<file path="config.mk">
export PLATFORM = sky130hd
export DESIGN_NAME = cgm_clock_gen
export DESIGN_NICKNAME = d
export VERILOG_FILES = /design/src/cgm_pkg.sv /design/src/cgm_clock_gen.sv
export SDC_FILE = /design/constraint.sdc
export NUM_CORES = 1
export LEC_CHECK = 0
export ABC_AREA = 1
export BUFFER_PORTS_ARGS = -buffer_cell sky130_fd_sc_hd__clkbuf_2
export CORE_MARGIN = 5
export CORE_UTILIZATION = 55
export CTS_BUF_LIST = sky130_fd_sc_hd__clkbuf_8
export CTS_CLUSTER_SIZE = 10
export DETAILED_ROUTE_END_ITERATION = 7
export PLACE_DENSITY = 0.77
export SETUP_SLACK_MARGIN = 0.5
export SLEW_MARGIN = 20
export SYNTH_ARGS = -nofsm -noshare
export SYNTH_HDL_FRONTEND = slang
export SYNTH_SLANG_ARGS = --single-unit
</file>
<file path="constraint.sdc">
create_clock -name I_CORE_CLK -period 2.8 [get_ports I_CORE_CLK]
set_clock_uncertainty 0.2 [all_clocks]
set_input_delay 0.7 -clock I_CORE_CLK [delete_from_list [all_inputs] [get_ports I_CORE_CLK]]
set_output_delay 0.7 -clock I_CORE_CLK [all_outputs]
set_load 0.02 [all_outputs]
</file>
<file path="src/cgm_pkg.sv">
package cgm_pkg;

    // ======================================================
    // Register map
    localparam logic [7:0] CGM_OFS_MODE    = 8'h00;
    localparam logic [7:0] CGM_OFS_BITSET  = 8'h04;
    localparam logic [7:0] CGM_OFS_BITCLR  = 8'h08;
    localparam logic [7:0] CGM_OFS_PROTECT = 8'h0C;
    localparam logic [7:0] CGM_OFS_CTRL    = 8'h10;
    localparam logic [7:0] CGM_OFS_STATUS  = 8'h14;
    localparam logic [7:0] CGM_MODE_RST    = 8'h00;
    localparam logic [7:0] CGM_UNLOCK_KEY  = 8'hA5;
    localparam int         CGM_EN_BIT      = 0;
    localparam int         CGM_PLL_BIT     = 0;
    localparam logic [1:0] CGM_RESP_OKAY   = 2'h0;
    localparam logic [1:0] CGM_RESP_SLVERR = 2'h2;

    // ======================================================
    // Timing
    localparam int          CGM_CLK_PERIOD_NS  = 10;
    localparam int          CGM_LOCK_TIME_NS   = 20000;
    localparam int          CGM_LOCK_CYC       = (CGM_LOCK_TIME_NS + CGM_CLK_PERIOD_NS - 1) / CGM_CLK_PERIOD_NS;
    localparam int          CGM_OSC_LOSS_NS    = 1000;
    localparam int          CGM_OSC_LOSS_CYC   = CGM_OSC_LOSS_NS / CGM_CLK_PERIOD_NS;
    localparam logic [3:0]  CGM_PLL_MULT       = 4'h8;
    localparam logic [9:0]  CGM_WDT_DIV        = 10'h200;

    // ======================================================
    // Power-save states and internal sequencing
    typedef enum logic [1:0] {
        CGM_PS_NORMAL = 2'h0,
        CGM_PS_HALT   = 2'h1,
        CGM_PS_IDLE   = 2'h2,
        CGM_PS_STOP   = 2'h3
    } cgm_ps_type;

    typedef enum logic [1:0] {
        CGM_SQ_LOCK = 2'h1,
        CGM_SQ_RUN  = 2'h2
    } cgm_seq_type;

    typedef struct packed {
        logic osc;
        logic pll;
        logic sys;
        logic cpu;
        logic per;
        logic wdt;
    } cgm_gate_type;

endpackage

</file>
<file path="src/cgm_clock_gen.sv">
// Implementation choices: the register addresses and the AXI4-Lite register port.
`timescale 1ns/10ps
`default_nettype none
module cgm_clock_gen #(
    parameter int LOCK_CYC = cgm_pkg::CGM_LOCK_CYC,
    parameter int LOSS_CYC = cgm_pkg::CGM_OSC_LOSS_CYC
) (
    input  wire logic              I_CORE_CLK,
    input  wire logic              I_NRST,
    input  wire logic [7:0]        I_AWADDR,
    input  wire logic              I_AWVALID,
    output logic                   O_AWREADY,
    input  wire logic [31:0]       I_WDATA,
    input  wire logic [3:0]        I_WSTRB,
    input  wire logic              I_WVALID,
    output logic                   O_WREADY,
    output logic [1:0]             O_BRESP,
    output logic                   O_BVALID,
    input  wire logic              I_BREADY,
    input  wire logic [7:0]        I_ARADDR,
    input  wire logic              I_ARVALID,
    output logic                   O_ARREADY,
    output logic [31:0]            O_RDATA,
    output logic [1:0]             O_RRESP,
    output logic                   O_RVALID,
    input  wire logic              I_RREADY,
    input  wire logic              I_OSC_CLK,
    input  wire cgm_pkg::cgm_ps_type I_PS_STATE,
    input  wire logic              I_STAB_COUNTING,
    output cgm_pkg::cgm_gate_type  O_GATE,
    output logic                   O_FXX_TICK,
    output logic                   O_WDT_TICK,
    output logic                   O_MON_ACTIVE,
    output logic                   O_OSC_FAIL_N,
    output logic                   O_TIMER_HIZ
);

    // ======================================================
    // State
    typedef struct packed {
        logic                  aw_got;
        logic [7:0]            awaddr;
        logic                  w_got;
        logic [7:0]            wdata;
        logic                  wstrb0;
        logic                  awready;
        logic                  wready;
        logic                  bvalid;
        logic [1:0]            bresp;
        logic                  arready;
        logic                  rvalid;
        logic [31:0]           rdata;
        logic [1:0]            rresp;
        logic                  osc_watch_enable;
        logic                  pll_mode;
        logic                  armed;
        cgm_pkg::cgm_seq_type  seq;
        logic [31:0]           lock_cnt;
        logic                  s1;
        logic                  s2;
        logic                  s3;
        logic [15:0]           loss_cnt;
        logic                  mon_active;
        logic                  fail;
        logic                  osc_ok;
        logic [15:0]           per_cnt;
        logic [15:0]           period;
        logic [15:0]           phase;
        logic [2:0]            ticks_left;
        logic                  fxx_tick;
        logic [9:0]            wdt_cnt;
        logic                  wdt_tick;
        cgm_pkg::cgm_gate_type gate;
    } cgm_state_type;

    cgm_state_type st_reg;
    cgm_state_type st_next;

    // Address decode shared by both read and write paths
    function automatic logic addr_ok(input logic [7:0] a);
        addr_ok = (a == cgm_pkg::CGM_OFS_MODE) || (a == cgm_pkg::CGM_OFS_BITSET)
               || (a == cgm_pkg::CGM_OFS_BITCLR) || (a == cgm_pkg::CGM_OFS_PROTECT)
               || (a == cgm_pkg::CGM_OFS_CTRL) || (a == cgm_pkg::CGM_OFS_STATUS);
    endfunction

    logic rise;
    logic pll_on;
    logic [15:0] step;
    logic [7:0] mode_byte;

    // ======================================================
    // Next state
    always_comb begin
        st_next = st_reg;
        rise = st_reg.s2 & ~st_reg.s3;
        pll_on = st_reg.gate.pll;
        step = st_reg.period >> 3;
        mode_byte = {7'h00, st_reg.osc_watch_enable};
        st_next.fxx_tick = 1'b0;
        st_next.wdt_tick = 1'b0;

        // Oscillator pin synchroniser
        st_next.s1 = I_OSC_CLK;
        st_next.s2 = st_reg.s1;
        st_next.s3 = st_reg.s2;

        // Write channels
        if (I_AWVALID && st_reg.awready) begin
            st_next.aw_got = 1'b1;
            st_next.awaddr = I_AWADDR;
        end
        if (I_WVALID && st_reg.wready) begin
            st_next.w_got = 1'b1;
            st_next.wdata = I_WDATA[7:0];
            st_next.wstrb0 = I_WSTRB[0];
        end
        if (st_reg.bvalid && I_BREADY) begin
            st_next.bvalid = 1'b0;
        end
        if (st_reg.aw_got && st_reg.w_got && !st_reg.bvalid) begin
            st_next.aw_got = 1'b0;
            st_next.w_got = 1'b0;
            st_next.bvalid = 1'b1;
            st_next.bresp = addr_ok(st_reg.awaddr) ? cgm_pkg::CGM_RESP_OKAY : cgm_pkg::CGM_RESP_SLVERR;
            // Any write consumes the unlock; only the key re-arms it
            st_next.armed = 1'b0;
            case (st_reg.awaddr)
                cgm_pkg::CGM_OFS_MODE: begin
                    // Ones are ORed in so a zero can never clear the enable
                    if (st_reg.armed && st_reg.wstrb0) begin
                        st_next.osc_watch_enable = st_reg.osc_watch_enable
                                                 | st_reg.wdata[cgm_pkg::CGM_EN_BIT];
                    end
                end
                cgm_pkg::CGM_OFS_BITSET: begin
                    // Bit operation: low three data bits give the bit number
                    if (st_reg.armed && st_reg.wstrb0 && st_reg.wdata[2:0] == 3'h0) begin
                        st_next.osc_watch_enable = 1'b1;
                    end
                end
                cgm_pkg::CGM_OFS_BITCLR: begin
                    st_next.osc_watch_enable = st_reg.osc_watch_enable;
                end
                cgm_pkg::CGM_OFS_PROTECT: begin
                    st_next.armed = st_reg.wstrb0 && (st_reg.wdata == cgm_pkg::CGM_UNLOCK_KEY);
                end
                cgm_pkg::CGM_OFS_CTRL: begin
                    if (st_reg.wstrb0) begin
                        st_next.pll_mode = st_reg.wdata[cgm_pkg::CGM_PLL_BIT];
                    end
                end
                default: begin
                    st_next.armed = 1'b0;
                end
            endcase
        end
        st_next.awready = ~st_next.aw_got & ~st_next.bvalid;
        st_next.wready = ~st_next.w_got & ~st_next.bvalid;

        // Read channel
        if (st_reg.rvalid && I_RREADY) begin
            st_next.rvalid = 1'b0;
        end
        if (I_ARVALID && st_reg.arready) begin
            st_next.rvalid = 1'b1;
            st_next.rresp = addr_ok(I_ARADDR) ? cgm_pkg::CGM_RESP_OKAY : cgm_pkg::CGM_RESP_SLVERR;
            case (I_ARADDR)
                cgm_pkg::CGM_OFS_MODE,
                cgm_pkg::CGM_OFS_BITSET,
                cgm_pkg::CGM_OFS_BITCLR: st_next.rdata = {24'h000000, mode_byte};
                cgm_pkg::CGM_OFS_PROTECT: st_next.rdata = {31'h00000000, st_reg.armed};
                cgm_pkg::CGM_OFS_CTRL: st_next.rdata = {31'h00000000, st_reg.pll_mode};
                cgm_pkg::CGM_OFS_STATUS: st_next.rdata = {28'h0000000, st_reg.fail,
                                                          st_reg.mon_active, I_STAB_COUNTING,
                                                          st_reg.seq == cgm_pkg::CGM_SQ_RUN};
                default: st_next.rdata = 32'h00000000;
            endcase
        end
        st_next.arready = ~st_next.rvalid;

        // Lock hold-off after reset release
        case (st_reg.seq)
            cgm_pkg::CGM_SQ_LOCK: begin
                st_next.lock_cnt = st_reg.lock_cnt + 32'h00000001;
                if (st_reg.lock_cnt >= 32'(LOCK_CYC - 1)) begin
                    st_next.seq = cgm_pkg::CGM_SQ_RUN;
                end
            end
            cgm_pkg::CGM_SQ_RUN: st_next.seq = cgm_pkg::CGM_SQ_RUN;
            default: st_next.seq = cgm_pkg::CGM_SQ_LOCK;
        endcase

        // Clock gating per state
        st_next.gate = '0;
        if (st_reg.seq != cgm_pkg::CGM_SQ_RUN) begin
            st_next.gate.osc = 1'b1;
            st_next.gate.pll = 1'b1;
        end else if (I_STAB_COUNTING) begin
            st_next.gate.osc = 1'b1;
            st_next.gate.pll = 1'b1;
        end else begin
            case (I_PS_STATE)
                cgm_pkg::CGM_PS_NORMAL: st_next.gate = '1;
                cgm_pkg::CGM_PS_HALT: begin
                    st_next.gate = '1;
                    st_next.gate.cpu = 1'b0;
                end
                cgm_pkg::CGM_PS_IDLE: begin
                    st_next.gate.osc = 1'b1;
                    st_next.gate.pll = 1'b1;
                end
                default: st_next.gate = '0;
            endcase
        end

        // System source tick: one per oscillator rising edge, or eight spread over the period
        st_next.per_cnt = st_reg.per_cnt + 16'h0001;
        st_next.phase = st_reg.phase + 16'h0001;
        if (rise) begin
            st_next.per_cnt = 16'h0001;
            st_next.period = st_reg.per_cnt;
            st_next.phase = 16'h0001;
            st_next.ticks_left = st_reg.pll_mode ? 3'h7 : 3'h0;
            st_next.fxx_tick = pll_on;
        end else if (st_reg.pll_mode && st_reg.ticks_left != 3'h0 && st_reg.phase >= step) begin
            st_next.phase = 16'h0001;
            st_next.ticks_left = st_reg.ticks_left - 3'h1;
            st_next.fxx_tick = pll_on;
        end
        // Leaving PLL mode drops ticks still owed, so clock-through never sees a burst
        if (!st_reg.pll_mode) begin
            st_next.ticks_left = 3'h0;
        end

        // Watchdog tick divides the system tick
        if (st_reg.fxx_tick && st_reg.gate.wdt) begin
            st_next.wdt_cnt = st_reg.wdt_cnt + 10'h001;
            if (st_reg.wdt_cnt == cgm_pkg::CGM_WDT_DIV - 10'h001) begin
                st_next.wdt_cnt = 10'h000;
                st_next.wdt_tick = 1'b1;
            end
        end

        // Oscillator monitor, timed by the core clock standing in for the internal oscillator
        st_next.mon_active = st_reg.osc_watch_enable && !I_STAB_COUNTING
                          && st_reg.seq == cgm_pkg::CGM_SQ_RUN && I_PS_STATE != cgm_pkg::CGM_PS_STOP;
        if (!st_reg.mon_active || rise) begin
            st_next.loss_cnt = 16'h0000;
        end else if (st_reg.loss_cnt != 16'hFFFF) begin
            st_next.loss_cnt = st_reg.loss_cnt + 16'h0001;
        end
        if (st_reg.mon_active && st_reg.loss_cnt >= 16'(LOSS_CYC)) begin
            st_next.fail = 1'b1;
        end
        // Active-low fail pin gets its own flop so the pin never glitches through an inverter
        st_next.osc_ok = ~st_next.fail;
    end

    // ======================================================
    // Registers; asynchronous reset also stops every clock
    always_ff @(posedge I_CORE_CLK or negedge I_NRST) begin
        if (!I_NRST) begin
            st_reg <= '0;
            st_reg.seq <= cgm_pkg::CGM_SQ_LOCK;
            st_reg.osc_ok <= 1'b1;
        end else begin
            st_reg <= st_next;
        end
    end

    assign O_AWREADY = st_reg.awready;
    assign O_WREADY = st_reg.wready;
    assign O_BVALID = st_reg.bvalid;
    assign O_BRESP = st_reg.bresp;
    assign O_ARREADY = st_reg.arready;
    assign O_RVALID = st_reg.rvalid;
    assign O_RDATA = st_reg.rdata;
    assign O_RRESP = st_reg.rresp;
    assign O_GATE = st_reg.gate;
    assign O_FXX_TICK = st_reg.fxx_tick;
    assign O_WDT_TICK = st_reg.wdt_tick;
    assign O_MON_ACTIVE = st_reg.mon_active;
    assign O_OSC_FAIL_N = st_reg.osc_ok;
    assign O_TIMER_HIZ = st_reg.fail;

    logic wr_fire;
    assign wr_fire = st_reg.aw_got && st_reg.w_got && !st_reg.bvalid;
    localparam cgm_pkg::cgm_seq_type CGM_SQ_RUN_L = cgm_pkg::CGM_SQ_RUN;
endmodule
`default_nettype wire

</file>
==> reports/summary.log <==
INFO  run_status     run_status=finished clean
INFO  timing         max_slew_violation_count=0
INFO  timing         final-setup-viol-count=0
INFO  timing         finalSetupTns=0ps
INFO  flow_run       timing.max_cap.violations=0
INFO  placed_design  pre_cts_ws=677.5ps
INFO  worst_setup_path startpoint_type=flip-flop
INFO  yosys          syn_inst=958
INFO  layout         num_antenna_cells=0
INFO  placed_design  post-dp-hpwl=11.33mm
INFO  worst_setup_path timing.critical_path.to_type=flip-flop
INFO  timing         unrepaired_setup_endpoints_after_global_routing=false
INFO  clock_tree     cts.clk_slew.worst_paths=90ps
INFO  floorplan      core=14480um^2
INFO  worst_setup_path critical_path.cell_chain=ha_1, nand2_1, nor4_1, nand2_1, nand2_1, nand2_4, buf_4, nand4_1, nand2_1
INFO  global_route   global_route.usage.total=18.45%
INFO  route          postRouteAntennaNets=0
INFO  power          highest_ir_drop_seen_on_vdd=601.7uV
INFO  worst_setup_path critical_path.top_delay_family=simple AND/OR/NAND/NOR gates
INFO  timing         max_freq=0.4805GHz
INFO  route          wire_per_inst=12.60um
INFO  layout         final_core_util=61.12%
INFO  layout         highest_count_cells_in_the_layout_ignoring_fill_and_taps=187 x sky130_fd_sc_hd__nand2_1, 149 x sky130_fd_sc_hd__dfrtp_1, 137 x sky130_fd_sc_hd__inv_1
INFO  yosys          ys_async_sr_fraction=100.0%
INFO  layout         num-nets-final=1105
INFO  worst_setup_path cpMaxStageDelayCell=sky130_fd_sc_hd__dfrtp_2
INFO  worst_setup_path cp.arrival=2230ps
INFO  power          p_leak=4.391nW
INFO  worst_setup_path worst_r2r_path_depth=9
INFO  power          power_per_cell_area=589.1nW/um^2
INFO  timing         fin_crit=2081ps
INFO  global_route   pin_count_of_the_biggest_net_entering_global_routing=65
INFO  worst_setup_path worst_path_most_repeated_cell=sky130_fd_sc_hd__nand2_1
INFO  worst_hold_path hold_class=input pin to flip-flop
INFO  route          drt_wl_total=15.33mm
INFO  route          remaining_drc_errors=0
INFO  timing         timing.final.hold_violations=0
INFO  layout         largest_reg_flops=130
INFO  route          vias_per_cell=5.073
INFO  floorplan      die-width=131.2um
INFO  layout         mostFrequentLayoutCell=sky130_fd_sc_hd__nand2_1
INFO  route          drt-pass1-iter-count=5
INFO  yosys          yosys.cell_types.count=46
INFO  clock_tree     cts_tree=yes
INFO  clock_tree     clock_latency=460ps
INFO  yosys          synth.avg_cell_area=8.433um^2
INFO  global_route   grt_remaining_overflow=0
INFO  yosys          synth_edf_count=0
INFO  global_route   antenna_found_initial=0
INFO  global_route   grt_pass1_wl=27.09mm
INFO  yosys          ys_ff_latch=152
INFO  clock_tree     tritoncts_num_sinks=152
INFO  clock_tree     cts_made_buffers=17
INFO  timing         transition_time_at_the_pin_with_the_least_slew_margin=707.8ps
INFO  floorplan      placementRows=44
INFO  global_route   first_global_vias=6081
INFO  yosys          post_synth_instance_area=8079um^2
INFO  yosys          synth-seq-area-share=47.11%
INFO  yosys          ys.flop_type=sky130_fd_sc_hd__dfrtp_1
INFO  clock_tree     clk_path_buf_depth=2
INFO  route          drt_iter0_markers=321
INFO  worst_setup_path critical_path_buf_inv_count=1
INFO  worst_setup_path critical_path_peak_fanout=7
INFO  worst_setup_path critical_path_stages=9
INFO  yosys          yosys_warnings=0
INFO  power          post-layout-total-power=5.213mW
INFO  yosys          yosys.area.top_type_share=46.46%
INFO  clock_tree     clock-root-buffer=sky130_fd_sc_hd__clkbuf_8
INFO  layout         final_layout_size_suffix_gt1_share=16.09%
INFO  worst_setup_path critical_path_class=flip-flop to flip-flop
INFO  worst_setup_path timing.critical_path.required=2950ps
INFO  floorplan      boundaryPins=115
INFO  layout         syn2layout_area_growth=9.540%
INFO  timing         finalCritPeriodShare=74.33%
INFO  floorplan      die_y=131.2um
INFO  placed_design  port-buffer-count=57
INFO  route          route.vias.total=6169
INFO  timing         hold_slack=134.3ps
INFO  clock_tree     htree_num_levels=4
INFO  yosys          yosys-top-cells-area=sky130_fd_sc_hd__dfrtp_1 46%, sky130_fd_sc_hd__nand2_1 8.7%, sky130_fd_sc_hd__inv_1 6.4%
INFO  yosys          dominant_cell_type_by_area_after_synthesis=sky130_fd_sc_hd__dfrtp_1
INFO  worst_hold_path hold-path-cell-count=1
INFO  timing         layout_setup_ws=718.8ps
INFO  placed_design  gp_congestion=0.8451
INFO  worst_setup_path critPathMaxStageDelay=450ps
INFO  timing         slew-limit-headroom=52.76%
INFO  floorplan      start_util=55.80%
INFO  floorplan      dieArea=17210um^2
-- per-stage QoR --
step	instance area, um^2	std cells
after global routing	8850	1216
after CTS	8816	1213
after global placement	8396	1180
final	8850	1216
after detailed placement	8396	1180
after floorplan	8188	987
-- routing by layer --
metal  wire length [um]  global-route usage, %
met1               6974                  24.02
met2               7432                  30.25
met3                672                  5.122
met4                246                  5.427
met5                  0                      0
-- repair_timing --
item,CTS,global route
resized for setup,0,3
endpoints found under the hold margin,46,0
hold buffers,1,0
setup buffers,0,3
setup endpoints to repair,0,11
-- layout make-up --
type	count	area, um^2
Clock buffer	18	247.7
Clock inverter	14	162.7
Timing Repair Buffer	65	379.1
Inverter	149	559.3
Tap cell	184	230.2
Sequential cell	152	3807
Fill cell	1263	5629
Multi-Input combinational cell	634	3463
-- synth_stat cells, types with 2 or more instances --
cell type,number
sky130_fd_sc_hd__xor2_1,33
sky130_fd_sc_hd__clkbuf_1,6
sky130_fd_sc_hd__nor4_2,3
sky130_fd_sc_hd__nor3b_1,2
sky130_fd_sc_hd__o22ai_1,2
sky130_fd_sc_hd__inv_1,137
sky130_fd_sc_hd__inv_2,12
sky130_fd_sc_hd__nand2_1,187
sky130_fd_sc_hd__nor2_1,87
sky130_fd_sc_hd__o21ai_0,49
sky130_fd_sc_hd__nand3_1,45
sky130_fd_sc_hd__ha_1,23
sky130_fd_sc_hd__nand3_2,5
sky130_fd_sc_hd__a31oi_1,4
sky130_fd_sc_hd__nor3_1,32
sky130_fd_sc_hd__nor3_4,2
sky130_fd_sc_hd__nor2_2,15
sky130_fd_sc_hd__nor3_2,9
sky130_fd_sc_hd__buf_4,44
sky130_fd_sc_hd__dfstp_2,2
sky130_fd_sc_hd__nor2_4,4
sky130_fd_sc_hd__nand4_1,21
sky130_fd_sc_hd__a21oi_1,24
sky130_fd_sc_hd__nor4_1,7
sky130_fd_sc_hd__o31ai_1,3
sky130_fd_sc_hd__and2_4,2
sky130_fd_sc_hd__xnor2_1,17
sky130_fd_sc_hd__nand2_2,9
sky130_fd_sc_hd__dfrtp_1,150
sky130_fd_sc_hd__o21ai_1,6
-- final timing paths --
path / start / end / slack [ps]
max in group asynchronous: I_NRST / O_OSC_FAIL_N / 1170
setup / recovery: st_reg[32] / st_reg[18] / 720
setup reg to reg: st_reg[32] / st_reg[18] / 720
hold / removal: I_OSC_CLK / st_next[89] / 130
min in group asynchronous: I_NRST / st_reg[177] / 510
hold reg to reg: st_next[88] / st_reg[88] / 190
-- kinds of logic after synthesis --
logic type	Yosys count	share of synthesized area, %
compound gates	95	6.334
xor+xnor	50	5.420
fa+ha+maj	23	3.562
buf+inv	201	11.49
flops	152	47.11
other cells	1	0.04642
simple gates	436	26.03
-- power by group --
group,internal [mW],leakage [nW],switching [mW]
Sequential,2.43,2.03,0.151
Clock,0.841,0.206,0.894
Combinational,0.288,2.16,0.606
Total,3.56,4.39,1.65
No activity file was read; power rests on OpenSTA's default activity.
